--- config.mk ---
export PLATFORM = sky130hd
export DESIGN_NAME = dpc_port_ctrl
export DESIGN_NICKNAME = d
export VERILOG_FILES = /design/src/logic/dpc_pkg.sv /design/src/logic/dpc_timer_if.sv /design/src/logic/dpc_timer.sv /design/src/logic/dpc_port_ctrl.sv
export VERILOG_INCLUDE_DIRS = /design/src /design/src/logic
export SDC_FILE = /design/constraint.sdc
export NUM_CORES = 1
export LEC_CHECK = 0
export BUFFER_PORTS_ARGS = -buffer_cell sky130_fd_sc_hd__clkbuf_2
export CAP_MARGIN = 20
export CORE_MARGIN = 8
export CORE_UTILIZATION = 54
export DETAILED_ROUTE_END_ITERATION = 8
export PLACE_DENSITY = 0.91
export SYNTH_ARGS = -nofsm -noshare
export SYNTH_HDL_FRONTEND = slang
export SYNTH_SLANG_ARGS = --single-unit
export TNS_END_PERCENT = 5
--- constraint.sdc ---
create_clock -name clk -period 3 [get_ports clk]
set_input_delay 0.45 -clock clk [delete_from_list [all_inputs] [get_ports clk]]
set_output_delay 0.45 -clock clk [all_outputs]
set_load 0.01 [all_outputs]
--- src/logic/dpc_consts.svh ---
// Purpose: Timing counts and field positions for the port controller.
// Assumes: 50 MHz clock; slowest speed grade figures of the memory.
// Notes:   Times are in ns; cycle counts derive from them.
`ifndef DPC_CONSTS_SVH
`define DPC_CONSTS_SVH

// ----------------------------------------------------------------------
// Widths and field positions
// ----------------------------------------------------------------------
`define DPC_ADDR_W             15
`define DPC_DATA_W             16
`define DPC_TMR_W              4
`define DPC_LANE_UPPER         1
`define DPC_LANE_LOWER         0
`define DPC_FLAG_BIT           0

// ----------------------------------------------------------------------
// Times in ns, as printed
// ----------------------------------------------------------------------
`define DPC_CLK_NS             20
`define DPC_WRITE_PULSE_NS     22
`define DPC_READ_ACCESS_NS     25
`define DPC_READ_CYCLE_NS      25
`define DPC_FLAG_GAP_NS        5
`define DPC_SLAVE_HOLD_NS      13

// ----------------------------------------------------------------------
// Cycle counts: least times round up, at least one cycle
// ----------------------------------------------------------------------
`define DPC_CEIL(ns) (((ns) + `DPC_CLK_NS - 1) / `DPC_CLK_NS)
`define DPC_WRITE_CYC          `DPC_CEIL(`DPC_WRITE_PULSE_NS)
`define DPC_HOLD_CYC           `DPC_CEIL(`DPC_SLAVE_HOLD_NS)
`define DPC_WR_ACCESS_CYC      ((`DPC_WRITE_CYC > `DPC_HOLD_CYC) ? \
                                `DPC_WRITE_CYC : `DPC_HOLD_CYC)
`define DPC_RD_ACCESS_CYC      `DPC_CEIL(`DPC_READ_ACCESS_NS)
`define DPC_GAP_CYC            `DPC_CEIL(`DPC_FLAG_GAP_NS)
`define DPC_POWER_CYC          ((`DPC_READ_CYCLE_NS / `DPC_CLK_NS) + 1)

`endif

--- src/logic/dpc_pkg.sv ---
// Purpose: Types shared by the port controller modules.
// Assumes: Nothing beyond the constants header.
// Notes:   States are one-hot.
package dpc_pkg;

    typedef enum logic [1:0] {
        DPC_OP_READ       = 2'h0,
        DPC_OP_WRITE      = 2'h1,
        DPC_OP_FLAG_WRITE = 2'h2,
        DPC_OP_FLAG_READ  = 2'h3
    } dpc_op_t;

    typedef enum logic [5:0] {
        DPC_ST_IDLE  = 6'h01,
        DPC_ST_SETUP = 6'h02,
        DPC_ST_WRITE = 6'h04,
        DPC_ST_READ  = 6'h08,
        DPC_ST_END   = 6'h10,
        DPC_ST_POWER = 6'h20
    } dpc_state_t;

endpackage

--- src/logic/dpc_timer_if.sv ---
// Purpose: Carries load, count and done between controller and timer.
// Assumes: One clock domain.
// Notes:   None.
`timescale 1ns/1ps
`include "dpc_consts.svh"

interface dpc_timer_if;
    logic                  load;
    logic [`DPC_TMR_W-1:0] count;
    logic                  done;

    modport ctrl (output load, output count, input done);
    modport cnt  (input load, input count, output done);
endinterface

--- src/logic/dpc_timer.sv ---
// Purpose: Down counter that times access phases and power-up wait.
// Assumes: Synchronous active high reset.
// Notes:   Done is high while the remaining count is zero.
`timescale 1ns/1ps
`include "dpc_consts.svh"

module dpc_timer (
    input  wire logic clk,
    input  wire logic reset,
    dpc_timer_if.cnt  tmr
);
    import dpc_pkg::*;

    logic [`DPC_TMR_W-1:0] remain;
    logic [`DPC_TMR_W-1:0] next_remain;

    assign next_remain = tmr.load ? tmr.count :
                         (remain != '0) ? remain - 1'b1 : remain;
    assign tmr.done    = (remain == '0);

    // Reset starts the power-up wait.
    always_ff @(posedge clk) begin
        if (reset) begin
            remain <= `DPC_TMR_W'(`DPC_POWER_CYC);
        end else begin
            remain <= next_remain;
        end
    end
endmodule // dpc_timer

--- src/logic/dpc_port_ctrl.sv ---
// Purpose: Host controller driving one port of an asynchronous
//          dual-port static memory through its pins.
// Assumes: Pin inputs are synchronous to clk; one command at a time.
// Notes:   Every pin output is a flip-flop; the busy pin is always an
//          input here, whatever the memory's role strap.
`timescale 1ns/1ps
`include "dpc_consts.svh"

// Summary of operation
// - Memory: chip low; flags: flag select low.
// - Read/write stays high while address changes.
// - Output enable high or pulse stretched during writes.
// - Never drive data while the device drives.
// - Read keeps read/write high, output enable low.
// - Each flag read gets its own select.
// - Chip select high across flag write, read.
// - Wait the flag gap before reading back.
// - Busy pin: master output, slave write gate.
// - Hold write strobe past busy release.
// - Chip select held high during retention.
// - Wait over a read cycle after power returns.
module dpc_port_ctrl (
    input  wire logic                     clk,
    input  wire logic                     reset,
    // User command side.
    input  wire logic                     cmd_valid,
    input  wire dpc_pkg::dpc_op_t         cmd_op,
    input  wire logic [`DPC_ADDR_W-1:0]   cmd_addr,
    input  wire logic [`DPC_DATA_W-1:0]   cmd_wdata,
    input  wire logic [1:0]               cmd_lanes,
    output logic                          cmd_ready,
    output logic                          resp_valid,
    output logic [`DPC_DATA_W-1:0]        resp_data,
    output logic                          busy_held,
    input  wire logic                     supply_ok,
    // Memory port pins.
    output logic [`DPC_ADDR_W-1:0]        mem_addr,
    output logic                          chip_select_n,
    output logic                          read_write,
    output logic                          output_enable_n,
    output logic                          upper_lane_enable_n,
    output logic                          lower_lane_enable_n,
    output logic                          flag_token_select_n,
    input  wire logic [`DPC_DATA_W-1:0]   data_in,
    output logic [`DPC_DATA_W-1:0]        data_out,
    output logic                          data_oe_n,
    input  wire logic                     busy_n
);
    import dpc_pkg::*;

    // ------------------------------------------------------------------
    // Declarations
    // ------------------------------------------------------------------
    dpc_state_t                 state;
    dpc_state_t                 next_state;
    dpc_op_t                    op;
    logic [`DPC_DATA_W-1:0]     wdata;
    logic [1:0]                 lanes;
    logic [`DPC_TMR_W-1:0]      gap;
    logic [`DPC_TMR_W-1:0]      next_gap;

    logic                       accept;
    logic                       op_flag;
    logic                       op_write;
    logic                       in_access;
    logic                       next_access;
    logic                       access_done;
    logic                       load_power;
    logic                       next_cmd_ready;
    logic                       next_resp_valid;
    logic [`DPC_ADDR_W-1:0]     next_addr;
    logic                       next_chip_select_n;
    logic                       next_read_write;
    logic                       next_output_enable_n;
    logic                       next_upper_n;
    logic                       next_lower_n;
    logic                       next_flag_n;
    logic                       next_data_oe_n;
    logic [`DPC_TMR_W-1:0]      access_count;
    logic                       stalled;
    logic                       capture_read;

    dpc_timer_if tmr ();

    dpc_timer u_timer (
        .clk   (clk),
        .reset (reset),
        .tmr   (tmr.cnt)
    );

    // ------------------------------------------------------------------
    // Decoding
    // ------------------------------------------------------------------
    assign accept      = (state == DPC_ST_IDLE) && cmd_ready && cmd_valid
                         && supply_ok;
    assign op_flag     = (op == DPC_OP_FLAG_WRITE) ||
                         (op == DPC_OP_FLAG_READ);
    assign op_write    = (op == DPC_OP_WRITE) ||
                         (op == DPC_OP_FLAG_WRITE);
    assign in_access   = (state == DPC_ST_WRITE) || (state == DPC_ST_READ);
    assign next_access = (next_state == DPC_ST_WRITE) ||
                         (next_state == DPC_ST_READ);
    assign access_done = in_access && tmr.done && busy_n;
    assign stalled     = in_access && !busy_n;
    assign load_power  = !supply_ok &&
                         ((state == DPC_ST_IDLE) ||
                          (state == DPC_ST_POWER));

    assign access_count = op_write ? `DPC_TMR_W'(`DPC_WR_ACCESS_CYC)
                                   : `DPC_TMR_W'(`DPC_RD_ACCESS_CYC);

    // ------------------------------------------------------------------
    // Phase timer control
    // ------------------------------------------------------------------
    // Busy low restarts the access count, so a write strobe stays low
    // for at least the hold count after busy returns high.
    assign tmr.load  = (state == DPC_ST_SETUP) ||
                       stalled ||
                       load_power;
    assign tmr.count = load_power ? `DPC_TMR_W'(`DPC_POWER_CYC)
                                  : access_count;

    // ------------------------------------------------------------------
    // State sequencing
    // ------------------------------------------------------------------
    always_comb begin
        next_state = state;
        unique case (state)
            DPC_ST_IDLE: begin
                if (!supply_ok) begin
                    next_state = DPC_ST_POWER;
                end else if (accept) begin
                    next_state = DPC_ST_SETUP;
                end
            end
            DPC_ST_SETUP: begin
                next_state = op_write ? DPC_ST_WRITE : DPC_ST_READ;
            end
            DPC_ST_WRITE: begin
                if (access_done) begin
                    next_state = DPC_ST_END;
                end
            end
            DPC_ST_READ: begin
                if (access_done) begin
                    next_state = DPC_ST_END;
                end
            end
            DPC_ST_END: begin
                next_state = DPC_ST_IDLE;
            end
            DPC_ST_POWER: begin
                if (supply_ok && tmr.done) begin
                    next_state = DPC_ST_IDLE;
                end
            end
        endcase
    end

    // ------------------------------------------------------------------
    // Flag read-back spacing
    // ------------------------------------------------------------------
    assign next_gap = ((state == DPC_ST_END) && (op == DPC_OP_FLAG_WRITE))
                      ? `DPC_TMR_W'(`DPC_GAP_CYC)
                      : (gap != '0) ? gap - 1'b1 : gap;

    assign next_cmd_ready = (next_state == DPC_ST_IDLE) && (next_gap == '0);

    // ------------------------------------------------------------------
    // Pin values
    // ------------------------------------------------------------------
    // Address only moves on acceptance, while read/write is still high.
    assign next_addr = accept ? cmd_addr : mem_addr;

    // Select and read/write fall on the same edge, so the device keeps
    // its outputs off for the whole write.
    assign next_read_write    = !(next_state == DPC_ST_WRITE);
    assign next_output_enable_n = !(next_state == DPC_ST_READ);
    assign next_chip_select_n = !(next_access && !op_flag);
    assign next_flag_n        = !(next_access && op_flag);
    assign next_upper_n       = !(next_access && !op_flag &&
                                  lanes[`DPC_LANE_UPPER]);
    assign next_lower_n       = !(next_access && !op_flag &&
                                  lanes[`DPC_LANE_LOWER]);

    // Data is driven only in write phases and one cycle beyond, when
    // output enable is high and the device drives nothing.
    assign next_data_oe_n = !((next_state == DPC_ST_WRITE) ||
                              ((next_state == DPC_ST_END) &&
                               op_write));

    assign next_resp_valid = in_access && (next_state == DPC_ST_END);

    // ------------------------------------------------------------------
    // Control registers
    // ------------------------------------------------------------------
    always_ff @(posedge clk) begin
        if (reset) begin
            state     <= DPC_ST_POWER;
            gap       <= '0;
            cmd_ready <= 1'b0;
        end else begin
            state     <= next_state;
            gap       <= next_gap;
            cmd_ready <= next_cmd_ready;
        end
    end

    // ------------------------------------------------------------------
    // Command capture
    // ------------------------------------------------------------------
    always_ff @(posedge clk) begin
        if (reset) begin
            op    <= DPC_OP_READ;
            wdata <= '0;
            lanes <= 2'h0;
        end else if (accept) begin
            op    <= cmd_op;
            wdata <= cmd_wdata;
            lanes <= cmd_lanes;
        end
    end

    // ------------------------------------------------------------------
    // Pin registers
    // ------------------------------------------------------------------
    always_ff @(posedge clk) begin
        if (reset) begin
            mem_addr            <= '0;
            chip_select_n       <= 1'b1;
            read_write          <= 1'b1;
            output_enable_n     <= 1'b1;
            flag_token_select_n <= 1'b1;
        end else begin
            mem_addr            <= next_addr;
            chip_select_n       <= next_chip_select_n;
            read_write          <= next_read_write;
            output_enable_n     <= next_output_enable_n;
            flag_token_select_n <= next_flag_n;
        end
    end

    always_ff @(posedge clk) begin
        if (reset) begin
            upper_lane_enable_n <= 1'b1;
            lower_lane_enable_n <= 1'b1;
            data_oe_n           <= 1'b1;
        end else begin
            upper_lane_enable_n <= next_upper_n;
            lower_lane_enable_n <= next_lower_n;
            data_oe_n           <= next_data_oe_n;
        end
    end

    always_ff @(posedge clk) begin
        if (reset) begin
            data_out <= '0;
        end else begin
            data_out <= wdata;
        end
    end

    // ------------------------------------------------------------------
    // Response and busy status
    // ------------------------------------------------------------------
    assign capture_read = next_resp_valid && !op_write;

    always_ff @(posedge clk) begin
        if (reset) begin
            resp_valid <= 1'b0;
        end else begin
            resp_valid <= next_resp_valid;
        end
    end

    always_ff @(posedge clk) begin
        if (reset) begin
            resp_data <= '0;
        end else if (capture_read) begin
            resp_data <= data_in;
        end
    end

    always_ff @(posedge clk) begin
        if (reset) begin
            busy_held <= 1'b0;
        end else begin
            busy_held <= stalled;
        end
    end

endmodule // dpc_port_ctrl

======== Yosys cells after proc, flatten, opt, wreduce, memory -nomap -nowiden ========
Cells that the tools add are included.
word-level totals
  register bits after elaboration ......... 91
  output and inout bits ................... 57
  word-level logic and storage cells ...... 84
operators by class
  add/subtract/negate cells ............... 2
  equality and inequality tests ........... 13
  multiplexer cells ....................... 8
  reductions and logical operators ........ 42
operator list
  kind                                                 number
  one-hot mux 6 bit (5 select lines)                   1
  2-to-1 mux 6 bit                                     4
  logical AND 1 bit                                    17
  equality test 6 x 1 -> 1 bit, second input constant  2
  equality test 6 x 3 -> 1 bit, second input constant  2
  equality test 6 x 4 -> 1 bit, second input constant  2
  equality test 6 x 5 -> 1 bit, second input constant  2
  2-to-1 mux 4 bit                                     3
  logical NOT 1 bit                                    11
  logical NOT 4 bit                                    2
  logical OR 1 bit                                     8
  nonzero test 4 bit                                   2
  subtractor 4 x 1 -> 4 bit, second input constant     2
  equality test 6 x 2 -> 1 bit, second input constant  1
  equality test 6 bit, second input constant           1
  equality test 2 bit, second input constant           2
  OR reduction 2 bit                                   2
  equality test 2 x 1 -> 1 bit, second input constant  1

======== Longest topological paths before layout ========
  depth in word-level cells ............... 12
  depth in mapped cells ................... 8
  gate-level depth less buffers ........... 7

======== Hierarchy ========
A second synthesis with hierarchy kept.
second synthesis, totals
  cell total of the unflattened synthesis .. 405
  area, all modules ....................... 3573.4 um2
by module, submodules not included
  module         instances  cells each  area each (um2)
  dpc_port_ctrl  1          378         3342.0
  dpc_timer      1          27          231.5

======== Worst setup path before layout ========
Ideal clock, no wire load.
  path kind ............................... register -> register
  from .................................... register u_timer.remain[0]
  to ...................................... register output_enable_n
  library setup time ...................... 0.122 ns
  arrival time ............................ 1.858 ns
  data required time ...................... 2.878 ns
  slack ................................... 1.020 ns
  cell stages (with the launch flop) ...... 8
  buffers on the path ..................... 0
  path through ............................ dfxtp_1 -> inv_1 -> ha_1 -> nor3b_4 -> a2111oi_0 -> or2_1 -> or2_1 -> a221o_1
on the way
  longest elaborated chain between the ends .. 7
  elaborated cells on any way between the ends .. 9
  those cells by class .................... eq/ne: 1; mux: 3; reduce/logical: 5
RTL lines
  item                                    line                                        text
  from (decl)                             dpc_timer.sv:14                             logic [`DPC_TMR_W-1:0] remain;
  from (signal assigned)                  dpc_timer.sv:24                             remain <= `DPC_TMR_W'(`DPC_POWER_CYC);
  from (signal assigned)                  dpc_timer.sv:26                             remain <= next_remain;
  logical NOT 4 bit (*)                   dpc_timer.sv:19                             assign tmr.done = (remain == '0);
  logical AND 1 bit (2 in series)         dpc_port_ctrl.sv:103                        assign access_done = in_access && tmr.done && busy_n;
  2-to-1 mux 6 bit                        dpc_port_ctrl.sv:140, dpc_port_ctrl.sv:145
  one-hot mux 6 bit (5 select lines) (*)  dpc_port_ctrl.sv:128                        unique case (state)
  equality test 6 x 4 -> 1 bit (*)        dpc_port_ctrl.sv:178                        assign next_output_enable_n = !(next_state == DPC_ST_READ);
  logical NOT 1 bit (*)                   dpc_port_ctrl.sv:178
  to (signal assigned)                    dpc_port_ctrl.sv:238                        output_enable_n <= next_output_enable_n;
  to (decl)                               dpc_port_ctrl.sv:40                         output logic output_enable_n,
Mark *: on every way between the ends. The rest lies on a longest branch, timed or not.
A chain may end at the register's enable or synchronous reset.

======== Worst setup path after layout ========
  from .................................... register state[1]
  to ...................................... register lower_lane_enable_n
on the way
  longest elaborated chain between the ends .. 12
  elaborated cells on any way between the ends .. 24
  those cells by class .................... eq/ne: 8; mux: 5; reduce/logical: 11
RTL lines
  item                                                                                 line                                        text
  from (decl)                                                                          dpc_port_ctrl.sv:54                         dpc_state_t state;
  from (signal assigned)                                                               dpc_port_ctrl.sv:203                        state <= next_state;
  equality test 6 x 1 -> 1 bit                                                         dpc_port_ctrl.sv:94, dpc_port_ctrl.sv:128
  logical AND 1 bit (2 in series)                                                      dpc_port_ctrl.sv:94                         assign accept = (state == DPC_ST_IDLE) && cmd_ready && cmd_valid
  logical AND 1 bit                                                                    dpc_port_ctrl.sv:95                         && supply_ok;
  2-to-1 mux 6 bit                                                                     dpc_port_ctrl.sv:132                        end else if (accept) begin
  2-to-1 mux 6 bit                                                                     dpc_port_ctrl.sv:130                        if (!supply_ok) begin
  one-hot mux 6 bit (5 select lines) (*)                                               dpc_port_ctrl.sv:128
  equality test 6 x 3 -> 1 bit / equality test 6 x 4 -> 1 bit (equally long branches)  dpc_port_ctrl.sv:101, dpc_port_ctrl.sv:102
  logical OR 1 bit (*)                                                                 dpc_port_ctrl.sv:101                        assign next_access = (next_state == DPC_ST_WRITE) ||
  logical AND 1 bit (*) (2 in series)                                                  dpc_port_ctrl.sv:183                        assign next_lower_n = !(next_access && !op_flag &&
  logical NOT 1 bit (*)                                                                dpc_port_ctrl.sv:183
  to (signal assigned)                                                                 dpc_port_ctrl.sv:250                        lower_lane_enable_n <= next_lower_n;
  to (decl)                                                                            dpc_port_ctrl.sv:42                         output logic lower_lane_enable_n,
Marked as above.

==> flow_summary.toml <==
[global_routing]
grt_usage = 0.1821
grt_max_degree = 36
grt_pass1_wl_mm = 13.39
grt_overflow = 0
antenna_found_initial = 0
grt_pass1_vias = 3005

[setup_path]
cp.arrival_ps = 2480
cp-end-kind = "flop"
path_max_fanout = 12
path_cells = "or3_1 > o41a_1 > a211oi_2 > and4_1 > nand4_1"
crit_slowest_cell = "or3_1"
criticalPathCategory = "flop to flop"
critPathMaxStageDelay_ps = 520
worst-r2r-setup-slack_ps = 740
critPathLaunchType = "flop"
required_ps = 3220

[clocking]
cts_tree = "yes"
insertion_delay_ps = 350
clock-sinks = 91
cts_buffers = 9
cts_resized = 0
cts_root_buf = "clkbuf_8"
clk_path_buf_depth = 2
clk_pin_slew_ps = 90
cts_setup_buffers = 0
htree_levels = 3
cts_hold_buf = 0

[logic_synthesis]
ys_warn_count = 0
synth_area_um2 = 3487
synth-seq-cells = 91
synthFlopType = "dfxtp_1"
ys_seq_area_frac = 0.5224
avgSynthCellArea_um2 = 9.011
synth_edf_count = 0
ys_types = 49
synthCells = 387
synthArstFlopShare = 0
syn_nets = 448

[pwr]
power_density_nw_per_um2 = 545.2
leakagePower_uw = 0.001881
power.internal_uw = 1743
p_sw_frac = 0.2508
switching_power_uw = 583.5
irDropWorstVdd_mv = 0.4543
power_frac_seq = 0.543
pwr-share-clk = 0.346
power_frac_comb = 0.111

[timing]
fin_crit_ps = 2263
setup_viol = 0
skew_ps = 10.44
hold_viol = 0
slew_violations = 0
tightest_slew_ps = 674.4
slew_headroom = 0.5494
max_freq_ghz = 0.4419
rsz0062_at_grt = "false"
tns_ps = 0
finalCritPeriodShare = 0.7544

[die]
ioPinCount = 113
initial_core_util = 0.5523
die_x_um = 96.36
die_area_um2 = 9285
die_h_um = 96.36
rows = 29
core_um2 = 6314

[drt]
drc = 0
drt-met1-wl_mm = 3.251
wl_met3_um = 558
wl_per_cell_um = 14.68
vias = 3018
wl_met2_mm = 4.352
drtIter0Drc = 161
ant_nets = 0
routed_via_density = 5.285
drt-pass1-iter-count = 4
routed_wl_mm = 8.385
top_layer = "met4"

[layout]
diodes = 0
fillers = 563
area_delta_synth_final_pct = 22.35
drive_gt1_frac = 0.2834
finalNonFillerCells = 571
fin_nets = 551
design_area_um2 = 4267

[placed_design]
dpl_cell_area_um2 = 4076
place.gp.congestion = 0.9311
placedCellCount = 556
dp_hpwl_mm = 6.147
placement.io_buffers = 112

[min_path]
hp-class = "primary input to flop"

[status]
outcome = "complete, no violations"

[run]
cap_violations = 0
[critical path, delay by kind of cell (launching register included)]
kind            cells  cell delay [ps]
flops               1              440
compound gates      2              700
simple gates        3             1000
[layout make-up]
cell class,count,area [um2],share of cell area
sequential,91,1822,0.4270
inverter,8,30.03,0.007038
clock inverter,5,62.56,0.01466
clock buffer,10,127.6,0.02991
timing repair buffer,117,598.1,0.1402
tap,77,96.34,0.02258
multi-input combinational,263,1530,0.3587
[metrics by stage]
step / setup slack [ps] / total power [uW] / utilization / hold WS (ps)
2_1_floorplan: 1020 / 1471 / - / 370.6
5_1_grt: 573.7 / 2433 / 0.6758 / 294.2
3_3_place_gp: 825.1 / 1532 / 0.6457 / 381.9
3_5_place_dp: 733.8 / 1545 / 0.6457 / 391.2
6_report: 736.9 / 2326 / 0.6758 / 313.1
4_1_cts: 723.5 / 2343 / 0.6758 / 299.9
[routing by layer]
metal	vias up	global-route usage
met5	-	0
met2	106	0.3161
met1	1375	0.1984
met4	0	0.1047
met3	22	0.04446
li1	1515	-
[cells in the mapped netlist (2+ instances only)]
cell type,n,area (um2)
a211o_1,2,17.52
a211oi_1,2,15.01
a21oi_1,41,205.2
a31oi_1,4,25.02
a32oi_1,2,17.52
and4_1,2,17.52
buf_2,6,30.03
clkbuf_1,17,63.81
dfxtp_1,91,1822
ha_1,5,62.56
inv_1,8,30.03
mux2i_1,18,180.2
nand2_1,72,270.3
nand2b_1,4,25.02
nand3_1,6,30.03
nand3b_1,2,15.01
nand4_1,4,25.02
nor2_1,28,105.1
nor2b_1,16,100.1
nor3_1,14,70.07
nor4b_1,2,17.52
o21ai_0,3,15.01
o21ai_1,2,10.01
or2_1,2,12.51
or2_2,2,12.51
or3_1,3,18.77
xnor2_1,6,52.55
xor2_1,2,17.52
[registers in the layout, summed over array words and instances, names as in the netlist]
signal	flops
u_timer.remain	4
flag_token_select_n	1
chip_select_n	1
resp_data	16
lower_lane_enable_n	1
state	6
data_out	16
wdata	16
read_write	1
op	2
lanes	2
cmd_ready	1
output_enable_n	1
gap	4
data_oe_n	1
mem_addr	15
upper_lane_enable_n	1
busy_held	1
resp_valid	1
[final timing paths]
kind / cells after the start / to / startpoint
setup / recovery: 5 / lower_lane_enable_n / state[1]
hold / removal: 3 / mem_addr[1] / cmd_addr[1]
setup reg to reg: 5 / lower_lane_enable_n / state[1]
hold reg to reg: 1 / lower_lane_enable_n / lanes[0]
[power by group through the flow]
stage | clock network (uW) | registers [uW] | logic [uW]
3_5_place_dp | 0 | 1290 | 256
2_1_floorplan | 0 | 1280 | 190
3_3_place_gp | 0 | 1290 | 244
5_1_grt | 873 | 1270 | 291
4_1_cts | 824 | 1260 | 257
6_report | 806 | 1260 | 258
[cells in the final DEF (no fill, tap or decap), drive strengths merged, types with 3 or more instances in the layout]
cell,Yosys,final
ha,5,5
or3,4,4
buf,8,5
xnor2,6,6
nand4,5,5
mux2i,18,18
nor2,28,28
clkbuf,17,122
a211oi,3,3
nand2b,4,4
nand3,6,6
nand2,72,72
a21oi,41,41
inv,8,9
nor3,15,15
o21ai,5,5
dfxtp,91,91
nor2b,16,16
a31oi,4,4
or2,4,4
[cells by family after synthesis]
| logic type | synth area share |
|---|---|
| AND/OR/NAND/NOR | 0.2383 |
| flip-flops | 0.5224 |
| AO/OA/AOI/OAI | 0.1109 |
| buffers and inverters | 0.03875 |
| multiplexers | 0.05167 |
| XOR/XNOR | 0.02009 |
| adder cells (fa/ha/maj) | 0.01794 |
(Power assumes the default switching activity.)
